===== src/swm_pkg.sv =====
package swm_pkg;
    localparam int CLK_MHZ = 40;
    // Times in microseconds, then the same times in clock cycles.
    localparam int RESET_LOW_US = 480;
    localparam int RESET_LOW_MAX_US = 960;
    localparam int RESET_HIGH_US = 480;
    localparam int PRESENCE_WAIT_MAX_US = 60;
    localparam int PRESENCE_SAMPLE_US = 70;
    localparam int SLOT_US = 70;
    localparam int ONE_LOW_US = 6;
    localparam int ZERO_LOW_US = 64;
    localparam int READ_LOW_US = 2;
    localparam int READ_SAMPLE_US = 12;
    localparam int RECOVERY_US = 3;
    localparam int RESET_LOW_CYC = RESET_LOW_US * CLK_MHZ;
    localparam int RESET_HIGH_CYC = RESET_HIGH_US * CLK_MHZ;
    localparam int PRESENCE_SAMPLE_CYC = PRESENCE_SAMPLE_US * CLK_MHZ;
    localparam int SLOT_CYC = SLOT_US * CLK_MHZ;
    localparam int ONE_LOW_CYC = ONE_LOW_US * CLK_MHZ;
    localparam int ZERO_LOW_CYC = ZERO_LOW_US * CLK_MHZ;
    localparam int READ_LOW_CYC = READ_LOW_US * CLK_MHZ;
    localparam int READ_SAMPLE_CYC = READ_SAMPLE_US * CLK_MHZ;
    localparam int RECOVERY_CYC = RECOVERY_US * CLK_MHZ;
    localparam int CNT_W = 16;
    localparam logic [7:0] CRC_POLY_REV = 8'h8c;
    localparam logic [7:0] CRC_INIT = 8'h00;
    localparam logic [7:0] READ_ROM_CMD = 8'h33;
    localparam int ROM_BITS = 64;
    localparam int DATA_BITS = 56;
    typedef enum logic [2:0] {
        SWM_IDLE = 3'b000,
        SWM_RST_LOW = 3'b001,
        SWM_RST_HIGH = 3'b010,
        SWM_SLOT_LOW = 3'b011,
        SWM_SLOT_REST = 3'b100,
        SWM_RECOVER = 3'b101
    } swm_state_t;
    typedef enum logic [1:0] {
        SWM_OP_RESET = 2'b00,
        SWM_OP_WRITE = 2'b01,
        SWM_OP_READ = 2'b10,
        SWM_OP_ROM = 2'b11
    } swm_op_t;
endpackage : swm_pkg


===== src/swm_crc_if.sv =====
`timescale 1ns/1ps
interface swm_crc_if;
    logic clear;
    logic shift;
    logic bit_in;
    logic [7:0] value;
    modport ctl (output clear, output shift, output bit_in, input value);
    modport crc (input clear, input shift, input bit_in, output value);
endinterface : swm_crc_if


===== src/swm_crc.sv =====
`timescale 1ns/1ps
module swm_crc (
    // Clock and reset
    input wire logic i_clk,
    input wire logic i_arst_n,
    // Control and result
    swm_crc_if.crc crc
);
    import swm_pkg::*;
    logic [7:0] crc_q;
    logic [7:0] crc_d;

    // One bit of the reflected x8+x5+x4+1 divider, fed in arrival order.
    function automatic logic [7:0] crc_step(logic [7:0] c, logic b);
        logic fb;
        fb = c[0] ^ b;
        crc_step = (c >> 1) ^ (fb ? CRC_POLY_REV : 8'h00);
    endfunction : crc_step

    always_comb begin
        crc_d = crc_q;
        if (crc.clear) begin
            crc_d = CRC_INIT;
        end else if (crc.shift) begin
            crc_d = crc_step(crc_q, crc.bit_in);
        end
    end

    always_ff @(posedge i_clk or negedge i_arst_n) begin
        if (!i_arst_n) begin
            crc_q <= CRC_INIT;
        end else begin
            crc_q <= crc_d;
        end
    end

    assign crc.value = crc_q;
endmodule : swm_crc


===== src/swm_master.sv =====
`timescale 1ns/1ps
// Behaviour
// - A write-one slot lasts 60 to under 120 us with a low of 1 to under 15 us and at least 1 us recovery.
// - To read, the master pulls low, releases and samples before 15 us from the fall.
// - After a reset the master waits a high interval of at least 480 us before anything else.
// - The reset low pulse stays at no more than 960 us.
// - The check value covers family code and serial number only, bit by bit.
// - The computed check is compared with the last eight ROM bits; mismatch flags an error.
// - The check accumulator is cleared to zero before a ROM read.
// - The check uses x8+x5+x4+1 in a right-shifting register, bits in arrival order.
// - Every byte is sent and received least significant bit first.
// - Each transaction starts with a reset low of at least 480 us, then release and listen; only reset and ROM commands do, not write or read.
module swm_master (
    // Clock and reset
    input wire logic i_clk,
    input wire logic i_arst_n,
    // Command port
    input wire logic i_cmd_valid,
    input wire swm_pkg::swm_op_t i_cmd_op,
    input wire logic [7:0] i_cmd_data,
    output logic o_cmd_ready,
    // Result port
    output logic o_done,
    output logic [7:0] o_rd_data,
    output logic [63:0] o_rom,
    output logic o_presence,
    output logic o_crc_err,
    // Line pins
    input wire logic i_line,
    output logic o_line,
    output logic o_line_oe
);
    import swm_pkg::*;

    swm_crc_if crc_bus ();
    swm_crc u_crc (
        .i_clk(i_clk),
        .i_arst_n(i_arst_n),
        .crc(crc_bus.crc)
    );

    logic line_meta_q;
    logic line_sync_q;
    swm_state_t state_q, state_d;
    swm_op_t op_q, op_d;
    logic [CNT_W-1:0] cnt_q, cnt_d;
    logic [6:0] bit_q, bit_d;
    logic [6:0] nbits_q, nbits_d;
    logic [63:0] sh_q, sh_d;
    logic bitval_q, bitval_d;
    logic done_q, done_d;
    logic [7:0] rd_q, rd_d;
    logic [63:0] rom_q, rom_d;
    logic pres_q, pres_d;
    logic err_q, err_d;
    logic seen_q, seen_d;

    function automatic logic [CNT_W-1:0] cyc(int n);
        cyc = CNT_W'(n - 1);
    endfunction : cyc

    // Two-stage synchroniser on the shared line.
    always_ff @(posedge i_clk or negedge i_arst_n) begin
        if (!i_arst_n) begin
            line_meta_q <= 1'b1;
            line_sync_q <= 1'b1;
        end else begin
            line_meta_q <= i_line;
            line_sync_q <= line_meta_q;
        end
    end

    // Reading means the slot carries the master's one and the slave answers.
    logic reading;
    assign reading = (op_q != SWM_OP_WRITE) && !(op_q == SWM_OP_ROM && bit_q < 7'd8);

    always_comb begin
        state_d = state_q;
        op_d = op_q;
        cnt_d = cnt_q;
        bit_d = bit_q;
        nbits_d = nbits_q;
        sh_d = sh_q;
        bitval_d = bitval_q;
        done_d = 1'b0;
        rd_d = rd_q;
        rom_d = rom_q;
        pres_d = pres_q;
        err_d = err_q;
        seen_d = seen_q;
        crc_bus.clear = 1'b0;
        crc_bus.shift = 1'b0;
        crc_bus.bit_in = bitval_q;
        case (state_q)
            SWM_IDLE: begin
                if (i_cmd_valid) begin
                    op_d = i_cmd_op;
                    cnt_d = '0;
                    bit_d = '0;
                    if (i_cmd_op == SWM_OP_RESET || i_cmd_op == SWM_OP_ROM) begin
                        state_d = SWM_RST_LOW;
                        seen_d = 1'b0;
                    end else begin
                        state_d = SWM_SLOT_LOW;
                        nbits_d = 7'd8;
                        sh_d = {56'h0, i_cmd_data};
                    end
                    if (i_cmd_op == SWM_OP_ROM) begin
                        crc_bus.clear = 1'b1;
                        sh_d = {56'h0, READ_ROM_CMD};
                        nbits_d = 7'(8 + ROM_BITS);
                    end
                    if (i_cmd_op == SWM_OP_READ) begin
                        sh_d = '0;
                    end
                end
            end
            SWM_RST_LOW: begin
                // The low ends at 480 us, well inside the 960 us ceiling.
                cnt_d = cnt_q + 1'b1;
                if (cnt_q == cyc(RESET_LOW_CYC)) begin
                    state_d = SWM_RST_HIGH;
                    cnt_d = '0;
                end
            end
            SWM_RST_HIGH: begin
                cnt_d = cnt_q + 1'b1;
                // Sample after the latest presence start, before it can end.
                if (cnt_q == cyc(PRESENCE_SAMPLE_CYC)) begin
                    seen_d = !line_sync_q;
                end
                if (cnt_q == cyc(RESET_HIGH_CYC)) begin
                    cnt_d = '0;
                    pres_d = seen_q;
                    if (op_q == SWM_OP_ROM && seen_q) begin
                        state_d = SWM_SLOT_LOW;
                    end else begin
                        state_d = SWM_IDLE;
                        done_d = 1'b1;
                    end
                end
            end
            SWM_SLOT_LOW: begin
                // Every slot opens with our fall, which times the slave.
                cnt_d = cnt_q + 1'b1;
                if (reading && cnt_q == cyc(READ_LOW_CYC)) begin
                    state_d = SWM_SLOT_REST;
                end else if (!reading && sh_q[0]
                             && cnt_q == cyc(ONE_LOW_CYC)) begin
                    state_d = SWM_SLOT_REST;
                end else if (!reading && !sh_q[0]
                             && cnt_q == cyc(ZERO_LOW_CYC)) begin
                    state_d = SWM_SLOT_REST;
                end
            end
            SWM_SLOT_REST: begin
                cnt_d = cnt_q + 1'b1;
                if (reading && cnt_q == cyc(READ_SAMPLE_CYC)) begin
                    bitval_d = line_sync_q;
                end
                if (cnt_q == cyc(SLOT_CYC)) begin
                    state_d = SWM_RECOVER;
                    cnt_d = '0;
                end
            end
            SWM_RECOVER: begin
                cnt_d = cnt_q + 1'b1;
                if (cnt_q == cyc(RECOVERY_CYC)) begin
                    cnt_d = '0;
                    bit_d = bit_q + 1'b1;
                    // Bits go out and come in least significant first.
                    sh_d = {(reading ? bitval_q : 1'b0), sh_q[63:1]};
                    if (op_q == SWM_OP_ROM && reading) begin
                        if (bit_q < 7'(8 + DATA_BITS)) begin
                            crc_bus.shift = 1'b1;
                        end
                    end
                    if (bit_q + 1'b1 == nbits_q) begin
                        state_d = SWM_IDLE;
                        done_d = 1'b1;
                        if (op_q == SWM_OP_READ) begin
                            rd_d = {bitval_q, sh_q[63:57]};
                        end
                        if (op_q == SWM_OP_ROM) begin
                            rom_d = {bitval_q, sh_q[63:1]};
                            err_d = ({bitval_q, sh_q[63:57]}
                                     != crc_bus.value);
                        end
                    end else begin
                        state_d = SWM_SLOT_LOW;
                    end
                end
            end
            default: begin
                state_d = SWM_IDLE;
            end
        endcase
    end

    always_ff @(posedge i_clk or negedge i_arst_n) begin
        if (!i_arst_n) begin
            state_q <= SWM_IDLE;
            op_q <= SWM_OP_RESET;
            cnt_q <= '0;
            bit_q <= '0;
            nbits_q <= '0;
            sh_q <= '0;
            bitval_q <= 1'b1;
            done_q <= 1'b0;
            rd_q <= '0;
            rom_q <= '0;
            pres_q <= 1'b0;
            err_q <= 1'b0;
            seen_q <= 1'b0;
        end else begin
            state_q <= state_d;
            op_q <= op_d;
            cnt_q <= cnt_d;
            bit_q <= bit_d;
            nbits_q <= nbits_d;
            sh_q <= sh_d;
            bitval_q <= bitval_d;
            done_q <= done_d;
            rd_q <= rd_d;
            rom_q <= rom_d;
            pres_q <= pres_d;
            err_q <= err_d;
            seen_q <= seen_d;
        end
    end

    // Open drain: we only ever pull low, never drive high.
    assign o_line = 1'b0;
    assign o_line_oe = (state_q == SWM_RST_LOW) || (state_q == SWM_SLOT_LOW);
    assign o_cmd_ready = (state_q == SWM_IDLE);
    assign o_done = done_q;
    assign o_rd_data = rd_q;
    assign o_rom = rom_q;
    assign o_presence = pres_q;
    assign o_crc_err = err_q;
endmodule : swm_master


===== config.mk =====
export PLATFORM = sky130hd
export DESIGN_NAME = swm_master
export DESIGN_NICKNAME = d
export VERILOG_FILES = /design/src/swm_pkg.sv /design/src/swm_crc_if.sv /design/src/swm_crc.sv /design/src/swm_master.sv
export SDC_FILE = /design/constraint.sdc
export NUM_CORES = 1
export LEC_CHECK = 0
export BUFFER_PORTS_ARGS = -buffer_cell sky130_fd_sc_hd__buf_2
export CORE_ASPECT_RATIO = 0.8
export CORE_MARGIN = 5
export CORE_UTILIZATION = 63
export DETAILED_ROUTE_END_ITERATION = 8
export GPL_TIMING_DRIVEN = 0
export PLACE_DENSITY = 0.83
export SYNTH_ARGS = -nofsm -noshare
export SYNTH_HDL_FRONTEND = slang
export SYNTH_SLANG_ARGS = --single-unit

===== constraint.sdc =====
create_clock -name i_clk -period 4.2 [get_ports i_clk]
set_input_delay 0.21 -clock i_clk [delete_from_list [all_inputs] [get_ports i_clk]]
set_output_delay 0.21 -clock i_clk [all_outputs]
set_load 0.03 [all_outputs]

==> metrics.sh, run 1 <==
RESULT_OF_THE_RUN='finished clean'
GRT_SETUP_UNREPAIRED='false'
TIMING.CRITICAL_PATH.SLOWEST_STAGE_CELL='a21oi_1'
CRITPATHKIND='reg2reg'
GRT_ANTENNA_BEFORE_REPAIR=0
MIN_PERIOD_PS=2780
CPMOSTUSEDCELL='clkbuf_1'
DP_HPWL_UM=12000
TIMING.HOLD.WORST_ENDPOINT='sh_q[3]'
LAYOUT-AREA-OVERHEAD-VS-SYNTH_PCT=17.0
SYNTH_COMMONEST_CELLS='dfrtp_1, mux2_2, a22o_1'
MAX-CLOCK-PATH-BUFFERS=2
WORSTPATHARRIVAL_PS=3070
GRT_START_MAX_NET_PINS=136
FINALHOLDVIOLATIONS=0
POWER-PER-CELL-AREA_mW_PER_MM2=470
CRITICAL-PATH-MAX-STAGE-DELAY_PS=670
NUM_IO_PINS=92
POSTSYNTHNETCOUNT=639
DRIVE_GT1_SHARE_PCT=32.5
INITIALDRTVIOLATIONCOUNT=547
CHIPWIDTH_UM=135
SLEW_VIOL_FINAL=0
NETS=751
CTS_MAX_LEVEL=4
DPL-INSTANCE-AREA_MM2=0.00855
SYNTH-SEQ-AREA-SHARE_PCT=57.7
PORT_BUFFERS=90
PATH_DELAY_FAMILY='buffers and inverters'
POWER.LEAKAGE_nW=4.65
POST_SYNTH_MAIN_AREA_CONTRIBUTORS='dfrtp_1, mux2_2, a22o_1'
FF2FF_PATH_DEPTH=7
FLOORPLAN.DIE.HEIGHT_UM=110
SYNTH_ASYNC_SR_FLOP_SHARE_PCT=100
TIMING.SETUP.TNS_PS=0
YS_WARN_COUNT=0
CRIT_PATH_MAX_FANOUT=10
NUM_VIAS=5509
HOLD_WS_PS=191
DIE_AREA_MM2=0.0148
TIMING_WORST_SLEW_PIN_VALUE_PS=839
YOSYSTOPAREACELL='dfrtp_1'
SYN-INSTANCE-COUNT=619
GROUTE.USAGE.OVERALL_PCT=25.2
R2R-START='state_q[2]'
CRIT_PATH_END_KIND='flop'
CTS_MADE_BUFFERS=17
FINALSETUPVIOLCOUNT=0
TOTAL_CORE_AREA_MM2=0.0122
GPL.FINAL_WEIGHTED_CONGESTION=0.878
DETAIL_ROUTE.FIRST_PASS.ITERATIONS=5
WORST-R2R-SETUP-SLACK_PS=1420
FIN_SKEW_PS=12.5
WORST_SLEW_MARGIN_RELATIVE_TO_ITS_LIMIT_PCT=44.1
IR_WORST_VDD_V=0.000303
DRC=0
FINAL_MIN_PERIOD_OVER_CLOCK_PERIOD_PCT=66.3
TIMING.CRITICAL_PATH.REQUIRED_PS=4490
ROWS=36
NETLIST-CELL-TYPE-COUNT=59
SETUP.WORST_PATH.START_CLASS='flop'
TIMING.MAX_CAP.VIOLATIONS=0
NUMBER_OF_DIODES=0
INITIAL_CELL_DENSITY_OF_THE_CORE_PCT=64.3
NUMBER_OF_GLOBAL_ROUTE_VIAS_BEFORE_REPAIR=5625
ROUTE.DETAILED.VIAS_PER_INST=6.02
SYNTH_MOST_COMMON_CELL='dfrtp_1'
SYN-MEAN-INSTANCE-AREA_UM2=12.7
SYNTH_TOP_CELL_AREA_SHARE_PCT=56.7
YS_FF_LATCH=181
INSERTION_DELAY_TO_THE_LATER_SINK_OF_THE_WORST_SKEW_PAIR_PS=440
MOST_USED_DFF_POST_SYNTH='dfrtp_1'
ROUTEDWLPERCELL_UM=19.0
CLK_TRANSITION_REPORTED_PATHS_PS=70
FMAX_MHz=359
ROUTE.ANTENNA.REMAINING_NETS=0
POSTROUTEWIRELENGTH_UM=17400
GRT_FIRST_PASS_WIRELENGTH_UM=29100
SYNTH.CELL_AREA_MM2=0.00785
HOLDCRITSTARTPOINT='i_cmd_data[3]'
CRIT-REG2REG-CAPTURE='sh_q[0]'
HOLD_PATH_CLASS='in2reg'
MIN_PATH_CELLS=4
CLOCK_SINKS=181
COUNT_OF_FLIP_FLOPS_WITH_A_BUILT_IN_ENABLE_AFTER_SYNTHESIS=0
GRT_REMAINING_OVERFLOW=0
DESIGN_AREA_MM2=0.00919
WORSTPATHBUFFERINVERTERCOUNT=3
CTS_TREE='done'
CLOCK_TREE.ROOT_CELL='clkbuf_16'
CRITICAL_PATH.CELL_CHAIN='clkbuf_1 > or4b_1 > buf_2 > nor3_1 > a21oi_1 > clkbuf_1 > o21ai_0'
[worst register-to-register path: stages (launching register included)]
cell and delay, ps:
dfrtp_1 460, clkbuf_1 370, or4b_1 170, buf_2 200, nor3_1 80, a21oi_1 670
clkbuf_1 500, o21ai_0 190
[area by class of cell]
type                       count  area (um^2)
inverter                       8         30.0
buffer                        37          218
multi-input combinational    393         3070
fill                         814         3020
clock inverter                15          189
clock buffer                  17          425
timing repair buffer          93          508
sequential                   181         4530
tap                          171          214
[kinds of logic (layout without fill, tap and decap cells)]
family | count (synthesis) | in the layout | synth area share, %
DFF | 181 | 181 | 57.7
and+or+nand+nor | 152 | 152 | 11.1
AOI/OAI and AO/OA | 115 | 115 | 10.9
muxes | 91 | 91 | 12.8
buffers and inverters | 45 | 170 | 3.16
xor gates and xnor gates | 28 | 28 | 3.31
adders and majority gates | 6 | 6 | 0.956
other | 1 | 1 | 0.0478
[worst max-delay path by stage]
| stage | cells after the start | end | slack [ps] | start |
|---|---|---|---|---|
| final | 7 | sh_q[0] | 1420 | state_q[2] |
| after global placement | 1 | sh_q[44] | 290 | i_arst_n |
| after global routing | 7 | sh_q[1] | 1170 | state_q[2] |
| after CTS | 7 | sh_q[0] | 1410 | state_q[2] |
| after floorplan | 8 | o_crc_err | 2000 | bit_q[0] |
| after detailed placement | 9 | sh_q[0] | 1410 | i_cmd_op[1] |
[metrics by stage]
stage	util (%)	instances	setup WS, ps	power [W]
after CTS	75.3	915	1410	0.00434
final	75.3	915	1420	0.00432
after floorplan	-	619	2000	0.00249
after global routing	75.3	915	1170	0.00452
after global placement	69.8	880	292	0.00266
after detailed placement	70.1	881	1410	0.00270
[placed cells by master (no fill, tap or decap), types with 15 or more instances in the layout]
| cell | instances |
|---|---|
| a21oi_1 | 15 |
| a22o_1 | 56 |
| buf_2 | 104 |
| clkbuf_16 | 17 |
| dfrtp_1 | 178 |
| mux2_2 | 77 |
| nand2_1 | 30 |
| nor2_1 | 37 |
| o21ai_0 | 19 |
| xor2_1 | 17 |
[power breakdown]
part	total [W]	switching (W)	internal [W]
registers	0.00200	0.000130	0.00187
logic	0.000687	0.000419	0.000268
clock network	0.00164	0.000731	0.000905
[per-layer routing]
layer  GRT usage, %  vias up  routed length, um
met5              0        -                  0
met3           6.31       28               1100
met1           35.1     2779               7870
li1               -     2500                  -
met2           39.4      202               8160
met4           8.65        0                223
[sequential cells by signal (all words and copies together) (netlist names)]
signal,cells
bit_q,7
bitval_q,1
cnt_q,16
nbits_q,2
line_meta_q,1
o_rd_data,8
state_q,3
seen_q,1
op_q,2
o_crc_err,1
o_done,1
o_rom,64
u_crc.crc.value,8
line_sync_q,1
o_presence,1
sh_q,64
[repair_timing]
action | in CTS | in global routing
hold buffers | 2 | 0
buffers inserted | 0 | 0
endpoints found under the hold margin | 47 | 0
resized for setup | 0 | 0
No activity file was read; power rests on OpenSTA's default activity.
==> run 2, diff against run 1 <==
--- a/config.mk
+++ b/config.mk
@@ -8,10 +8,10 @@
 export BUFFER_PORTS_ARGS = -buffer_cell sky130_fd_sc_hd__buf_2
 export CORE_ASPECT_RATIO = 0.8
 export CORE_MARGIN = 5
-export CORE_UTILIZATION = 63
+export CORE_UTILIZATION = 58
 export DETAILED_ROUTE_END_ITERATION = 8
 export GPL_TIMING_DRIVEN = 0
-export PLACE_DENSITY = 0.83
+export PLACE_DENSITY = 0.77
 export SYNTH_ARGS = -nofsm -noshare
 export SYNTH_HDL_FRONTEND = slang
 export SYNTH_SLANG_ARGS = --single-unit
==> constraint.sdc (replaced) <==
create_clock -name i_clk -period 2.85 [get_ports i_clk]
set_input_delay 0.1425 -clock i_clk [delete_from_list [all_inputs] [get_ports i_clk]]
set_output_delay 0.1425 -clock i_clk [all_outputs]
set_load 0.03 [all_outputs]
==> run 2 against run 1 <==
Compared with the run above: clock skew increased by 0.94 ps; routed wire length shrank 1.6%; non-clock buffer count down 1; clock-buffer cell count up 6; worst hold slack worse by 70 ps; register-to-register slack worse by 1300 ps; maximum frequency rose by 1.0%; total power up 44%; design area decreased by 0.19%; flip-flop and latch count unchanged; die area increased by 7.9%; largest power group unchanged.
==> metrics.sh, run 2 (same netlist as run 1, synthesis figures left out) <==
FINALSETUPVIOLCOUNT=0
GRT_START_MAX_NET_PINS=103
INITIALDRTVIOLATIONCOUNT=407
GPL.FINAL_WEIGHTED_CONGESTION=0.938
MIN_PATH_CELLS=3
NUM_IO_PINS=92
PORT_BUFFERS=90
ROUTE.DETAILED.VIAS_PER_INST=5.88
POST-PLACE-CELLS=890
DRIVE_GT1_SHARE_PCT=32.6
FINAL_MIN_PERIOD_OVER_CLOCK_PERIOD_PCT=96.6
INITIAL_CELL_DENSITY_OF_THE_CORE_PCT=58.6
CRIT-REG2REG-CAPTURE='o_rom[59]'
TIMING.HOLD.WORST_ENDPOINT='op_q[0]'
FLOORPLAN.DIE.HEIGHT_UM=114
NETS=750
DESIGN_AREA_MM2=0.00917
MIN_PERIOD_PS=2750
ROWS=38
WORSTPATHARRIVAL_PS=3050
LAYOUT_COMMON_CELLS='dfrtp_1, buf_2, mux2_2, a22o_1, nor2_1'
NUM_VIAS=5423
CLK_TRANSITION_REPORTED_PATHS_PS=60
WORST_SLEW_MARGIN_RELATIVE_TO_ITS_LIMIT_PCT=47.9
FMAX_MHz=363
GRT_REMAINING_OVERFLOW=0
NUMBER_OF_DIODES=0
CTS_MAX_LEVEL=4
CRIT_PATH_MAX_FANOUT=10
DRC=0
CRITPATHKIND='reg2reg'
DETAIL_ROUTE.FIRST_PASS.ITERATIONS=5
POWER.LEAKAGE_nW=4.64
MAX-CLOCK-PATH-BUFFERS=2
TIMING_WORST_SLEW_PIN_VALUE_PS=780
LAYOUT-AREA-OVERHEAD-VS-SYNTH_PCT=16.8
TIMING.MAX_CAP.VIOLATIONS=0
GRT_ANTENNA_BEFORE_REPAIR=0
SETUP.WORST_PATH.START_CLASS='flop'
GRT_SETUP_UNREPAIRED='false'
FINALHOLDVIOLATIONS=0
POWER-PER-CELL-AREA_mW_PER_MM2=679
DIE_AREA_MM2=0.0160
WORST-R2R-SETUP-SLACK_PS=100
CTS_MADE_BUFFERS=17
FINAL_UTIL_PCT=68.4
FF2FF_PATH_DEPTH=7
RESULT_OF_THE_RUN='finished clean'
DP_HPWL_UM=11900
CHIPWIDTH_UM=140
MOSTFREQUENTLAYOUTCELL='dfrtp_1'
TIMING.CRITICAL_PATH.REQUIRED_PS=3150
SLEW_VIOL_FINAL=0
ROUTEDWLPERCELL_UM=18.5
CLOCK_TREE.ROOT_CELL='clkbuf_16'
DPL-INSTANCE-AREA_MM2=0.00856
TOTAL_CORE_AREA_MM2=0.0134
FIN_SKEW_PS=13.4
ROUTE.ANTENNA.REMAINING_NETS=0
GRT_FIRST_PASS_WIRELENGTH_UM=28700
HOLD_PATH_CLASS='in2reg'
GROUTE.USAGE.OVERALL_PCT=22.5
HOLDCRITSTARTPOINT='i_cmd_op[0]'
CLOCK_SINKS=181
INSERTION_DELAY_TO_THE_LATER_SINK_OF_THE_WORST_SKEW_PAIR_PS=430
FINISH.CELL_COUNT_WITHOUT_FILLERS=923
CRIT_PATH_END_KIND='flop'
NUMBER_OF_GLOBAL_ROUTE_VIAS_BEFORE_REPAIR=5578
HOLD_WS_PS=121
IR_WORST_VDD_V=0.000560
R2R-START='cnt_q[13]'
TIMING.SETUP.TNS_PS=0
CTS_TREE='done'
POSTROUTEWIRELENGTH_UM=17100
[run 2: through the flow]
stage	power, W	setup WS [ps]
after detailed placement	0.00399	142
after CTS	0.00625	99.1
after global routing	0.00653	51.6
final	0.00623	95.5
after global placement	0.00392	-1000
after floorplan	0.00367	653
[run 2: area by class of cell]
class,instances,area [um^2]
sequential,181,4530
fill,1000,4240
multi-input combinational,393,3080
timing repair buffer,93,508
clock buffer,23,488
tap,180,225
buffer,36,214
clock inverter,9,91.3
inverter,8,30.0
[run 2: repair_timing]
item | CTS | global route
hold buffers | 2 | 0
setup buffers | 0 | 0
endpoints found under the setup margin | 0 | 62
resized for setup | 0 | 2
hold endpoints to repair | 102 | 0
[run 2: where the power goes]
part           leakage, nW  internal, W  switching, W  total [W]
clock                0.285      0.00131      0.000959    0.00227
combinational         1.87     0.000396      0.000621    0.00102
sequential            2.48      0.00275      0.000194    0.00295
total                 4.64      0.00445       0.00177    0.00623
[run 2: critical path: stages (launching register included)]
cell,delay (ps)
dfrtp_1,470
nor4_2,460
and4_1,350
nand2_2,170
nor4_2,330
buf_4,290
buf_6,190
mux2_2,350
[run 2: worst max path at each step]
| stage | from | endpoint | slack, ps | cells after the start |
|---|---|---|---|---|
| 6_report | cnt_q[13] | o_rom[59] | 100 | 7 |
| 5_1_grt | cnt_q[13] | o_rom[59] | 50 | 7 |
| 4_1_cts | state_q[2] | sh_q[48] | 100 | 7 |
| 3_5_place_dp | state_q[2] | sh_q[1] | 140 | 7 |
| 3_3_place_gp | i_arst_n | o_rom[42] | -1000 | 1 |
| 2_1_floorplan | bit_q[0] | o_crc_err | 650 | 8 |
[run 2: per-layer routing]
| metal | vias to the layer above | GRT usage, % | routed length, um | part of all wire (%) |
|---|---|---|---|---|
| li1 | 2496 | - | - | - |
| met1 | 2742 | 32.7 | 7980 | 47 |
| met2 | 159 | 33.9 | 7870 | 46 |
| met3 | 26 | 5.97 | 955 | 5.6 |
| met4 | 0 | 6.46 | 281 | 1.6 |
| met5 | - | 0 | 0 | 0 |
